`config.mk`:
```
export PLATFORM = sky130hd
export DESIGN_NAME = mhb_read_path
export DESIGN_NICKNAME = d
export VERILOG_FILES = /design/src/core/mhb_pkg.sv /design/src/core/mhb_addr_latch.sv /design/src/core/mhb_lane_sel.sv /design/src/core/mhb_read_path.sv
export SDC_FILE = /design/constraint.sdc
export NUM_CORES = 1
export LEC_CHECK = 0
export BUFFER_PORTS_ARGS = -buffer_cell sky130_fd_sc_hd__buf_2
export CAP_MARGIN = 15
export CORE_MARGIN = 2
export CORE_UTILIZATION = 45
export DETAILED_ROUTE_END_ITERATION = 7
export GPL_TIMING_DRIVEN = 0
export PLACE_DENSITY = 0.66
export SKIP_LAST_GASP = 1
export SLEW_MARGIN = 15
export SYNTH_ARGS = -nofsm -noshare
export SYNTH_HDL_FRONTEND = slang
export SYNTH_HIERARCHICAL = 1
export SYNTH_SLANG_ARGS = --single-unit
```
`constraint.sdc`:
```
create_clock -name clock -period 3.1 [get_ports clock]
set_input_delay 0.155 -clock clock [delete_from_list [all_inputs] [get_ports clock]]
set_output_delay 0.155 -clock clock [all_outputs]
set_load 0.005 [all_outputs]
```
`src/core/mhb_pkg.sv`:
```
// Shared constants for the multiplexed host bus read path.
package mhb_pkg;

	// Width of the multiplexed address / data pins.
	localparam int PIN_W = 16;
	// Width of the latched byte address.
	localparam int ADDR_W = 10;
	// Width of the internal register data path.
	localparam int DATA_W = 32;
	// Width of the hardware event vector whose updates may be deferred.
	localparam int EVT_W = 8;

	// Last part index of a DWORD read in 8-bit mode (four parts).
	localparam logic [1:0] LAST_PART_8 = 2'h3;
	// Last part index of a DWORD read in 16-bit mode (two parts).
	localparam logic [1:0] LAST_PART_16 = 2'h1;

	// Byte address of the receive data FIFO port.
	localparam logic [ADDR_W-1:0] RXD_ADDR = 10'h000;
	// Byte address of the receive status FIFO, popping access.
	localparam logic [ADDR_W-1:0] RXS_ADDR = 10'h040;
	// Byte address of the receive status FIFO, peek access.
	localparam logic [ADDR_W-1:0] RXS_PEEK_ADDR = 10'h044;
	// Byte address of the transmit status FIFO, popping access.
	localparam logic [ADDR_W-1:0] TXS_ADDR = 10'h048;
	// Byte address of the transmit status FIFO, peek access.
	localparam logic [ADDR_W-1:0] TXS_PEEK_ADDR = 10'h04c;
	// Byte address of the register that may be polled one part at a time.
	localparam logic [ADDR_W-1:0] POLL_ADDR = 10'h064;

	// Reset values of the latched address, endianness and direct select.
	localparam logic [ADDR_W-1:0] ADDR_RST = 10'h000;
	localparam logic ENDIAN_RST = 1'b0;
	localparam logic DIRECT_RST = 1'b0;
	// Reset value of the read part counter.
	localparam logic [1:0] COUNT_RST = 2'h0;
	// Reset value of the held register word.
	localparam logic [DATA_W-1:0] HOLD_RST = 32'h0000_0000;

	// States of the host read cycle tracker.
	typedef enum logic [1:0] {
		MHB_RD_IDLE,
		MHB_RD_ACTIVE,
		MHB_RD_IGNORE
	} mhb_rd_state_t;

endpackage

```
`src/core/mhb_addr_latch.sv`:
```
// Address, endianness and direct select latch of the multiplexed host bus.
`timescale 1ns/1ps
`default_nettype none

module mhb_addr_latch
	import mhb_pkg::*;
(
	// Clock, reset and enable.
	input wire logic clock,
	input wire logic rst,
	input wire logic ce,
	// Pin data and qualified, polarity-corrected latch strobes.
	input wire logic [mhb_pkg::PIN_W-1:0] ad_in,
	input wire logic lo_act,
	input wire logic hi_act,
	// Bus mode, taken from straps.
	input wire logic wide_mode,
	input wire logic dual_mode,
	// Latched results.
	output logic [mhb_pkg::ADDR_W-1:0] addr_q,
	output logic endian_q,
	output logic direct_q
);

	// Previous strobe levels for trailing-edge detection.
	logic lo_prev_q, lo_prev_d, hi_prev_q, hi_prev_d;
	logic [ADDR_W-1:0] addr_d;
	logic endian_d, direct_d;
	logic lo_fall, hi_fall;

	// Next values: a skipped strobe simply leaves its portion untouched.
	always_comb begin
		lo_prev_d = lo_act;
		hi_prev_d = hi_act;
		addr_d = addr_q;
		endian_d = endian_q;
		direct_d = direct_q;
		lo_fall = lo_prev_q && !lo_act;
		hi_fall = hi_prev_q && !hi_act;
		if (!dual_mode) begin
			// Single phase: the low strobe carries everything.
			if (lo_fall && wide_mode) begin
				addr_d = {ad_in[8:0], 1'b0};
				endian_d = ad_in[9];
				direct_d = ad_in[10];
			end else if (lo_fall) begin
				addr_d = ad_in[9:0];
				endian_d = ad_in[10];
				direct_d = ad_in[11];
			end
		end else begin
			// Dual phase: either strobe, in any order, or none.
			if (lo_fall && wide_mode) begin
				addr_d[8:0] = {ad_in[7:0], 1'b0};
			end else if (lo_fall) begin
				addr_d[7:0] = ad_in[7:0];
			end
			if (hi_fall && wide_mode) begin
				addr_d[9] = ad_in[0];
				endian_d = ad_in[1];
				direct_d = ad_in[2];
			end else if (hi_fall) begin
				addr_d[9:8] = ad_in[1:0];
				endian_d = ad_in[2];
				direct_d = ad_in[3];
			end
		end
	end

	// Register stage; the address is kept until reset or a new latch.
	always_ff @(posedge clock or posedge rst) begin
		if (rst) begin
			lo_prev_q <= 1'b0;
			hi_prev_q <= 1'b0;
			addr_q <= ADDR_RST;
			endian_q <= ENDIAN_RST;
			direct_q <= DIRECT_RST;
		end else if (ce) begin
			lo_prev_q <= lo_prev_d;
			hi_prev_q <= hi_prev_d;
			addr_q <= addr_d;
			endian_q <= endian_d;
			direct_q <= direct_d;
		end
	end

endmodule

`default_nettype wire

```
`src/core/mhb_lane_sel.sv`:
```
// Byte lane selector from the little-endian internal word to host pins.
`timescale 1ns/1ps
`default_nettype none

module mhb_lane_sel
	import mhb_pkg::*;
(
	// Internal word and lane selection.
	input wire logic [mhb_pkg::DATA_W-1:0] dword,
	input wire logic [1:0] lane,
	input wire logic endian,
	input wire logic wide_mode,
	// Host-ordered result, low byte only in 8-bit mode.
	output logic [mhb_pkg::PIN_W-1:0] host_data
);

	logic [7:0] b0, b1, b2, b3;
	logic [7:0] sel_byte;

	// Split the word into its four bytes.
	assign b0 = dword[7:0];
	assign b1 = dword[15:8];
	assign b2 = dword[23:16];
	assign b3 = dword[31:24];

	// Reordering combines the endianness bit with the low address bits.
	always_comb begin
		sel_byte = b0;
		host_data = {b1, b0};
		if (wide_mode) begin
			// Big endian mirrors the word and swaps its bytes.
			case ({endian, lane[1]})
				2'b00: host_data = {b1, b0};
				2'b01: host_data = {b3, b2};
				2'b10: host_data = {b2, b3};
				2'b11: host_data = {b0, b1};
				default: host_data = {b1, b0};
			endcase
		end else begin
			// Big endian maps the lowest host byte to the top lane.
			case (endian ? ~lane : lane)
				2'h0: sel_byte = b0;
				2'h1: sel_byte = b1;
				2'h2: sel_byte = b2;
				2'h3: sel_byte = b3;
				default: sel_byte = b0;
			endcase
			host_data = {8'h00, sel_byte};
		end
	end

endmodule

`default_nettype wire

```
`src/core/mhb_read_path.sv`:
```
// Read path and access control of the multiplexed 8/16-bit host bus.
`timescale 1ns/1ps
`default_nettype none

// Contract
// Reads ignored outside full power state.
// Power returning mid-read ignores remaining cycle.
// Host completes DWORD with two or four parts.
// Host never rereads a part; undefined.
// Separate read counter; last part commits internally.
// Leaving full power clears read counter.
// Live bits frozen from read start.
// Multi-part registers locked first to last.
// Leaving full power releases all locks.
// Pops and side effects once, at end.
// Events during hold or lock are deferred.
// Poll register accepts single repeated reads.
// Latched endianness select picks byte order.
// Bytes reordered by endianness and address.
// Status FIFO pops normally, peek does not.
// Direct select reads receive data FIFO.
// Host avoids receive FIFO bursts; relatch optional.
// Dual phase strobes any order or skipped.
// Single phase low strobe may be skipped.
// Host stays in one DWORD until done.
// Straps set polarities and strobe style.
// Strap sets latch gating by chip select.
// Endianness bit one above top address.
// Direct select two above top address.
// Big endian mirrors lane selection.
module mhb_read_path
	import mhb_pkg::*;
(
	// Clock, reset and enable.
	input wire logic clock,
	input wire logic rst,
	input wire logic ce,
	// Multiplexed address / data pins, split into three signals.
	input wire logic [mhb_pkg::PIN_W-1:0] ad_in,
	output logic [mhb_pkg::PIN_W-1:0] ad_out,
	output logic [mhb_pkg::PIN_W-1:0] ad_oe,
	// Host control pins.
	input wire logic low_address_latch,
	input wire logic high_address_latch,
	input wire logic select_in,
	input wire logic read_dir_in,
	input wire logic access_enable_input,
	// Configuration straps, caught after reset release.
	input wire logic latch_polarity_config,
	input wire logic select_polarity_config,
	input wire logic read_dir_polarity_config,
	input wire logic store_enable_polarity_config,
	input wire logic strobe_style_config,
	input wire logic latch_gating_config,
	input wire logic wide_mode_config,
	input wire logic dual_phase_config,
	// Power management.
	input wire logic full_power_state,
	// Register file side.
	input wire logic [mhb_pkg::DATA_W-1:0] reg_rdata,
	input wire logic [mhb_pkg::EVT_W-1:0] hw_event,
	output logic [mhb_pkg::ADDR_W-1:0] rd_addr,
	output logic read_hold,
	output logic read_lock,
	output logic read_commit,
	output logic rxd_pop,
	output logic rxs_pop,
	output logic txs_pop,
	output logic [mhb_pkg::EVT_W-1:0] event_apply,
	output logic [1:0] rd_count,
	// Shared with the write path.
	output logic [mhb_pkg::ADDR_W-1:0] latched_addr,
	output logic latched_endian,
	output logic latched_direct
);

	import mhb_pkg::*;

	// Captured straps; they are levels caught once, after reset.
	logic strap_done_q, strap_done_d;
	logic [7:0] strap_q, strap_d;
	logic lat_pol, sel_pol, dir_pol, en_pol, style, gate, wide, dual;

	// Decoded, polarity-corrected control levels.
	logic sel_act, dir_act, en_act, rd_cyc, lo_act, hi_act;

	// Read tracker state.
	mhb_rd_state_t st_q, st_d;
	logic [1:0] cnt_q, cnt_d;
	logic lock_q, lock_d;
	logic [DATA_W-1:0] hold_q, hold_d;
	logic [PIN_W-1:0] out_q, out_d;
	logic commit_q, commit_d;
	logic rxd_q, rxd_d, rxs_q, rxs_d, txs_q, txs_d;
	logic [EVT_W-1:0] pend_q, pend_d, apply_q, apply_d;

	// Combinational helpers.
	logic [ADDR_W-1:0] dw_addr;
	logic [1:0] last_part;
	logic poll_hit, last_hit, held;
	logic [DATA_W-1:0] src_word;
	logic [PIN_W-1:0] lane_data;

	// Straps are sampled while not yet done, so reset loads only constants.
	always_comb begin
		strap_done_d = 1'b1;
		strap_d = strap_q;
		if (!strap_done_q) begin
			strap_d = {latch_polarity_config, select_polarity_config,
				read_dir_polarity_config, store_enable_polarity_config,
				strobe_style_config, latch_gating_config,
				wide_mode_config, dual_phase_config};
		end
	end

	// Strap register.
	always_ff @(posedge clock or posedge rst) begin
		if (rst) begin
			strap_done_q <= 1'b0;
			strap_q <= 8'h00;
		end else if (ce) begin
			strap_done_q <= strap_done_d;
			strap_q <= strap_d;
		end
	end

	// A set polarity bit means the line is active high.
	assign {lat_pol, sel_pol, dir_pol, en_pol, style, gate, wide, dual} =
		strap_q;

	// Control decoding; until the straps are caught no cycle is seen.
	always_comb begin
		sel_act = strap_done_q && (select_in ~^ sel_pol);
		dir_act = read_dir_in ~^ dir_pol;
		en_act = access_enable_input ~^ en_pol;
		// Separate strobes, or an enable qualified by direction.
		rd_cyc = sel_act && (style ? (en_act && dir_act) : dir_act);
		// Latch strobes may need chip select as well.
		lo_act = strap_done_q && (low_address_latch ~^ lat_pol) &&
			(!gate || sel_act);
		hi_act = strap_done_q && (high_address_latch ~^ lat_pol) &&
			(!gate || sel_act);
	end

	// Address latch shared with the write path.
	mhb_addr_latch u_latch (
		.clock(clock),
		.rst(rst),
		.ce(ce),
		.ad_in(ad_in),
		.lo_act(lo_act),
		.hi_act(hi_act),
		.wide_mode(wide),
		.dual_mode(dual),
		.addr_q(latched_addr),
		.endian_q(latched_endian),
		.direct_q(latched_direct)
	);

	// Address decode for the register file side.
	always_comb begin
		dw_addr = {latched_addr[ADDR_W-1:2], 2'b00};
		// Direct select ignores all but the lane bits.
		rd_addr = latched_direct ? RXD_ADDR : dw_addr;
		last_part = wide ? LAST_PART_16 : LAST_PART_8;
		// The poll register never needs its other parts.
		poll_hit = !latched_direct && (dw_addr == POLL_ADDR);
		last_hit = poll_hit || (cnt_q == last_part);
		held = (st_q == MHB_RD_ACTIVE) || lock_q;
		// A locked word is replayed instead of the live value.
		src_word = lock_q ? hold_q : reg_rdata;
	end

	// Lane selection follows the latched endianness and address.
	mhb_lane_sel u_lane (
		.dword(src_word),
		.lane(latched_addr[1:0]),
		.endian(latched_endian),
		.wide_mode(wide),
		.host_data(lane_data)
	);

	// Read cycle tracker. The counter only counts parts; a host that
	// rereads one part still completes the word early, by design.
	always_comb begin
		st_d = st_q;
		cnt_d = cnt_q;
		lock_d = lock_q;
		hold_d = hold_q;
		out_d = out_q;
		commit_d = 1'b0;
		rxd_d = 1'b0;
		rxs_d = 1'b0;
		txs_d = 1'b0;
		case (st_q)
			MHB_RD_IDLE: begin
				if (rd_cyc && !full_power_state) begin
					// A cycle begun in low power is ignored whole.
					st_d = MHB_RD_IGNORE;
				end else if (rd_cyc) begin
					// Freeze the word at the start of the cycle.
					st_d = MHB_RD_ACTIVE;
					hold_d = src_word;
					out_d = lane_data;
					if (!poll_hit && cnt_q == 2'h0 && !last_hit) begin
						lock_d = 1'b1;
					end
				end
			end
			MHB_RD_ACTIVE: begin
				if (!full_power_state) begin
					// Power left mid-cycle; the rest is dropped.
					st_d = rd_cyc ? MHB_RD_IGNORE : MHB_RD_IDLE;
				end else if (!rd_cyc) begin
					// Trailing edge: count the part.
					st_d = MHB_RD_IDLE;
					cnt_d = cnt_q + 2'h1;
					if (last_hit) begin
						// One internal read on the last part.
						cnt_d = COUNT_RST;
						lock_d = 1'b0;
						commit_d = 1'b1;
						// Status FIFOs pop, peek addresses do not.
						rxd_d = latched_direct;
						rxs_d = !latched_direct && (dw_addr == RXS_ADDR);
						txs_d = !latched_direct && (dw_addr == TXS_ADDR);
					end
				end
			end
			MHB_RD_IGNORE: begin
				// Tail of an ignored cycle, even after power returns.
				if (!rd_cyc) begin
					st_d = MHB_RD_IDLE;
				end
			end
			default: begin
				st_d = MHB_RD_IDLE;
			end
		endcase
		if (!full_power_state) begin
			cnt_d = COUNT_RST;
			lock_d = 1'b0;
		end
	end

	// Read tracker registers.
	always_ff @(posedge clock or posedge rst) begin
		if (rst) begin
			st_q <= MHB_RD_IDLE;
			cnt_q <= COUNT_RST;
			lock_q <= 1'b0;
			hold_q <= HOLD_RST;
			out_q <= 16'h0000;
			commit_q <= 1'b0;
			rxd_q <= 1'b0;
			rxs_q <= 1'b0;
			txs_q <= 1'b0;
		end else if (ce) begin
			st_q <= st_d;
			cnt_q <= cnt_d;
			lock_q <= lock_d;
			hold_q <= hold_d;
			out_q <= out_d;
			commit_q <= commit_d;
			rxd_q <= rxd_d;
			rxs_q <= rxs_d;
			txs_q <= txs_d;
		end
	end

	// Event deferral: while held or locked, events collect; a new event
	// always wins over the release so nothing is lost.
	always_comb begin
		pend_d = pend_q | hw_event;
		apply_d = {EVT_W{1'b0}};
		if (!held && !commit_q) begin
			apply_d = pend_q | hw_event;
			pend_d = {EVT_W{1'b0}};
		end
	end

	// Event deferral registers.
	always_ff @(posedge clock or posedge rst) begin
		if (rst) begin
			pend_q <= {EVT_W{1'b0}};
			apply_q <= {EVT_W{1'b0}};
		end else if (ce) begin
			pend_q <= pend_d;
			apply_q <= apply_d;
		end
	end

	// Pins are driven only during an accepted cycle, low byte in 8-bit.
	assign ad_out = out_q;
	assign ad_oe = (st_q != MHB_RD_ACTIVE) ? 16'h0000 :
		(wide ? 16'hffff : 16'h00ff);

	// Status toward the register file.
	assign read_hold = (st_q == MHB_RD_ACTIVE);
	assign read_lock = lock_q;
	assign read_commit = commit_q;
	assign rxd_pop = rxd_q;
	assign rxs_pop = rxs_q;
	assign txs_pop = txs_q;
	assign event_apply = apply_q;
	assign rd_count = cnt_q;

endmodule

`default_nettype wire

```
==> impl_metrics.yaml, run 1 <==
status:
  status: "finished clean"
grt:
  grt_pass1_vias: 4491
  grt_pass1_wl_um: 22500
  grt_overflow_total: 0
  grt_use_total_pct: 21.7
  antenna_found_initial: 1
  grt_start_max_net_pins: 55
die:
  io_pins: 143
  start_util_pct: 46.4
  fp.dieH_um: 116
  placeableCoreArea_sq_um: 12100
  die_w_um: 116
  die_area_sq_um: 13400
  std_cell_rows: 40
yosys:
  yosysSeqAreaShare_pct: 42.9
  synth_area_leader_cell: "dfrtp_1"
  synth_ff_type: "dfrtp_1"
  synth_area_per_cell_sq_um: 10.9
  synth.distinct_cells: 58
  syn_inst: 513
  netlist_area_sq_um: 5600
  yosys_warnings: 6
  ys_ff_latch: 96
  synth_edf_count: 0
  synthTopCellsByArea: "dfrtp_1 (43%), mux2_2 (17%), mux2i_1 (3.4%)"
  yosys.area.top_type_share_pct: 42.9
  ys_async_sr_fraction_pct: 100
placement:
  place_hpwl_um: 10900
  dpl-instance-area_sq_um: 6530
  portBuffers: 136
  routabilityCongestion: 0.864
routing:
  drt_iter0_drc: 322
  routed_wl_um: 14300
  vias: 4592
  viasPerCell: 5.49
  final_antenna_net_count: 0
  route.met3.wl_um: 905
  firstDrtPassIters: 8
  wl_per_cell_um: 17.0
  top_layer_used: "met4"
  met1_length_um: 5920
  drc: 0
  dr_wl_met2_um: 7060
setup_path:
  cp_data_required_time_ns: 3.33
  critical_path.startpoint_type: "register"
  reg2reg_from: "read_lock"
  cp-end-kind: "register"
  worstPathMaxFanout: 10
  crit_start: "read_lock"
  cp.arrival_ns: 2.73
  path_class: "register to register"
power:
  power_density_nw_per_um2: 872
  switching_share_pct: 35.9
  clkPwrFrac_pct: 20.6
  leakage_nw: 3.37
  ir_drop_uv: 379
  power_frac_comb_pct: 45.2
  switchingPower_mw: 2.15
  seq_power_share_pct: 34.2
  p_int_mw: 3.84
  power_mw: 5.99
clock_tree:
  cts-root-buf: "clkbuf_16"
  post_cts_buffers: 0
  h-tree-depth: 3
  ctsLongestPathBuffers: 2
  cts.sinks: 96
  cts_tree: "built"
  cts_hold_buf: 1
  clk_latency_ns: 0.35
  cts_resized: 0
  numCtsBuffers: 9
  clk_pin_slew_ns: 0.07
layout:
  fin_nets: 741
  fin_area_sq_um: 6870
  drive_gt1_share_pct: 44.3
  fillers: 1093
  regArea_sq_um: 2400
  syn_to_final_growth_pct: 22.7
  multi_input_area_sq_um: 2850
timing:
  slew_violations: 0
  max_freq_mhz: 400
  slew_headroom_pct: 37.8
  rsz0062_at_grt: "no"
  tightest_slew_ns: 0.926
  period_needed_ns: 2.50
  hold_viol: 0
  period_share_pct: 80.6
  setup_viol: 0
  clock-skew-final_ns: 0.00917
min_path:
  min_from: "strobe_style_config"
  hold_path.class: "input pin to register"
job:
  drv_cap: 0
[cells in the final DEF, fill, tap and decap left out, drive strengths merged, types with 2 or more instances in the layout]
master and count:
buf 171, mux2 100, dfrtp 96, nand2 37
o21ai 31, clkbuf 24, inv 21, nor3 21
mux2i 19, nor2 13, a21oi 12, nor2b 10
a22oi 10, and2 9, and3b 9, o211ai 8
a222oi 8, a31oi 8, o211a 8, nand3 6
ha 5, xnor2 4, xor2 3, o32ai 3
o2bb2ai 3, nand3b 3, conb 2, bufinv 2
nand2b 2, nor4 2
[routing by layer]
layer,vias up,GRT usage [%]
met4,0,9.56
met2,185,36.4
met3,29,4.55
met5,-,0
met1,2228,27.0
li1,2150,-
[critical path, stage by stage (launching register included)]
cell	delay (ns)
dfrtp_1	0.33
buf_2	0.24
buf_2	0.30
mux2_2	0.43
a222oi_1	0.51
o21ai_0	0.14
and2_1	0.18
mux2_4	0.26
[through the flow]
step                      utilization, %  cells  TNS [ns]  worst slack, ns  hold slack, ns
after floorplan                        -    514         0            0.837          0.0442
after global placement              53.8    818    -14.85           -0.187           0.228
after detailed placement            54.1    819         0            0.658           0.190
after CTS                           56.9    836         0            0.630         0.00906
after global routing                56.9    836         0            0.446          0.0158
final                               57.0    837         0            0.602          0.0157
[logic make-up (layout without fill, tap and decap cells)]
kind of cell | after synthesis | in the layout | synth area share [%]
fa+ha+maj | 5 | 5 | 1.12
simple gates | 118 | 118 | 11.6
buf+inv | 67 | 221 | 6.30
mux | 119 | 119 | 24.3
flops | 96 | 96 | 42.9
compound gates | 100 | 100 | 12.4
xor+xnor | 7 | 7 | 1.23
other cells | 1 | 3 | 0.0670
[cell usage after synthesis (2+ instances only)]
library cell / instances
mux2_4: 12
dfrtp_1: 96
o32ai_1: 3
o21ai_0: 21
a31oi_1: 8
nand3b_1: 2
o211a_1: 8
mux2_1: 2
nor3_1: 20
a21oi_1: 12
nand2b_1: 2
a222oi_1: 8
buf_6: 3
mux2_2: 86
o21ai_1: 9
ha_1: 5
nor2b_1: 10
buf_4: 17
o2bb2ai_1: 3
nor2_2: 2
inv_1: 21
mux2i_1: 19
and2_1: 9
a22oi_1: 10
o211ai_1: 8
and3b_1: 8
xnor2_1: 3
nand2_1: 36
buf_2: 12
buf_1: 2
xor2_1: 3
clkbuf_1: 12
nor2_1: 11
nand3_1: 6
[sequential cells by signal, summed over array words and instances (netlist names)]
name	count
u_latch/endian_q	1
pend_q	8
hold_q	32
ad_out	16
u_latch/direct_q	1
strap_q	8
u_latch/hi_prev_q	1
read_lock	1
u_latch/lo_prev_q	1
rxd_pop	1
strap_done_q	1
read_commit	1
st_q	2
event_apply	8
txs_pop	1
rxs_pop	1
u_latch/addr_q	10
rd_count	2
[power by group through the flow]
stage                     clock network (mW)  logic (mW)  registers (mW)
after global routing                    1.31        2.95            2.12
final                                   1.23        2.71            2.05
after CTS                               1.26        2.70            2.05
after detailed placement                   0        2.68            2.08
after floorplan                            0        1.88            2.00
after global placement                     0        2.61            2.04
[cell type report]
cell class | instances | share of cell area (%)
Clock inverter | 4 | 1.11
Tap cell | 168 | 3.06
Inverter | 21 | 1.18
Buffer | 46 | 3.99
Multi-Input combinational cell | 351 | 41.5
Sequential cell | 96 | 35.0
Timing Repair Buffer | 138 | 10.5
Clock buffer | 12 | 3.73
Antenna cell | 1 | 0.0364
[final timing paths]
kind,cells after the start,slack (ns),to
setup / recovery,7,0.60,ad_out[12]
hold / removal,3,0.02,strap_q[3]
setup reg to reg,7,0.60,ad_out[12]
hold reg to reg,2,0.50,pend_q[0]
max in group asynchronous,4,2.12,hold_q[9]
min in group asynchronous,3,0.37,strap_q[7]
No activity file was read; power rests on OpenSTA's default activity.
==> inputs of run 2 (changes only) <==
clock period = 2.4 ns   (was 3.1 ns; I/O delays follow)
==> impl_metrics.yaml, run 2 (synthesis gave the netlist of run 1 again) <==
die:
  placeableCoreArea_sq_um: 12100
  io_pins: 143
  die_w_um: 116
  start_util_pct: 46.4
  std_cell_rows: 40
  fp.dieH_um: 116
  die_area_sq_um: 13400
placement:
  dp_slack_ns: -0.0420
  place_hpwl_um: 10900
  portBuffers: 136
  dpl-instance-area_sq_um: 6530
  routabilityCongestion: 0.864
timing:
  hold_ws_ns: 0.0109
  clock-skew-final_ns: 0.00950
  slew_headroom_pct: 36.0
  rsz0062_at_grt: "no"
  tightest_slew_ns: 0.952
  slew_violations: 0
  layout_setup_ws_ns: 0.122
  period_needed_ns: 2.28
  max_freq_mhz: 439
  hold_viol: 0
  setup_viol: 0
  period_share_pct: 94.9
grt:
  grt_pass1_vias: 4496
  grt_overflow_total: 0
  grt_use_total_pct: 21.7
  antenna_found_initial: 1
  grt_pass1_wl_um: 22500
  grt_start_max_net_pins: 55
status:
  status: "finished clean"
job:
  drv_cap: 0
setup_path:
  cp.arrival_ns: 2.51
  worstPathMaxFanout: 10
  path_class: "register to register"
  cp_data_required_time_ns: 2.63
  critical_path.startpoint_type: "register"
  cp-end-kind: "register"
clock_tree:
  numCtsBuffers: 9
  h-tree-depth: 3
  ctsLongestPathBuffers: 2
  cts-root-buf: "clkbuf_16"
  clk_latency_ns: 0.35
  clk_pin_slew_ns: 0.07
  cts.sinks: 96
  cts_tree: "built"
routing:
  final_antenna_net_count: 0
  routed_wl_um: 14300
  firstDrtPassIters: 6
  drc: 0
  viasPerCell: 5.47
  drt_iter0_drc: 284
  vias: 4591
  wl_per_cell_um: 17.0
power:
  seq_power_share_pct: 34.1
  switchingPower_mw: 2.77
  clkPwrFrac_pct: 20.5
  power_mw: 7.76
  switching_share_pct: 35.7
  leakage_nw: 3.39
  power_density_nw_per_um2: 1120
  ir_drop_uv: 488
  p_int_mw: 4.99
  power_frac_comb_pct: 45.4
min_path:
  hold_path.class: "input pin to register"
layout:
  fillers: 1083
  top_register: "hold_q"
  fin_nets: 744
  drive_gt1_share_pct: 44.1
  final_common_cell: "buf_2"
  fin_util_pct: 57.4
  layout_common_cells: "buf_2 (145), dfrtp_1 (96), mux2_2 (86), nand2_1 (36), o21ai_0 (21)"
  fin_area_sq_um: 6920
  largest_reg_flops: 32
  syn_to_final_growth_pct: 23.5
## run 2: power by group through the flow
stage | sequential (mW) | clock, mW | combinational, mW
3_5_place_dp | 2.68 | 0 | 3.46
3_3_place_gp | 2.64 | 0 | 3.38
4_1_cts | 2.65 | 1.63 | 3.49
2_1_floorplan | 2.59 | 0 | 2.42
6_report | 2.65 | 1.59 | 3.52
5_1_grt | 2.73 | 1.69 | 3.84
## run 2: metal layers
metal	wire, um	global-route usage [%]
met5	0	0
met3	882	4.50
met4	384	9.56
met1	5920	27.0
met2	7100	36.5
## run 2: worst paths after layout
check / start / end / slack (ns) / cells past startpoint
max in group asynchronous: rst / strap_q[1] / 1.45 / 4
setup reg to reg: read_lock / ad_out[12] / 0.12 / 7
hold / removal: latch_polarity_config / strap_q[7] / 0.01 / 2
setup / recovery: read_lock / ad_out[12] / 0.12 / 7
min in group asynchronous: rst / strap_q[7] / 0.34 / 3
hold reg to reg: pend_q[0] / pend_q[0] / 0.50 / 2
## run 2: layout make-up
| type | count | area [sq um] | share of cell area (%) |
|---|---|---|---|
| Tap cell | 168 | 210 | 3.04 |
| Inverter | 21 | 81.3 | 1.18 |
| Multi-Input combinational cell | 351 | 2850 | 41.2 |
| Sequential cell | 96 | 2400 | 34.7 |
| Clock inverter | 4 | 76.3 | 1.10 |
| Antenna cell | 1 | 2.50 | 0.0362 |
| Buffer | 46 | 293 | 4.23 |
| Clock buffer | 12 | 256 | 3.71 |
| Timing Repair Buffer | 141 | 748 | 10.8 |
## run 2: critical path, stage by stage, from the launching register on
cell	delay, ns
dfrtp_1	0.35
buf_6	0.16
buf_6	0.16
mux2_2	0.41
a222oi_1	0.50
o21ai_0	0.14
and2_1	0.18
mux2_4	0.26
## run 2: timing repair
action                                  in CTS  in global routing
pin swaps                                    0                  1
endpoints found under the setup margin       5                  7
hold buffers                                 4                  0
gates resized for setup                      2                  5
buffers inserted                             0                  0
hold endpoints to repair                    45                  0
## run 2: stage by stage
step           std cells  TNS [ns]
3_5_place_dp         819    -0.118
6_report             840         0
3_3_place_gp         818    -69.40
2_1_floorplan        514         0
5_1_grt              839         0
4_1_cts              839         0
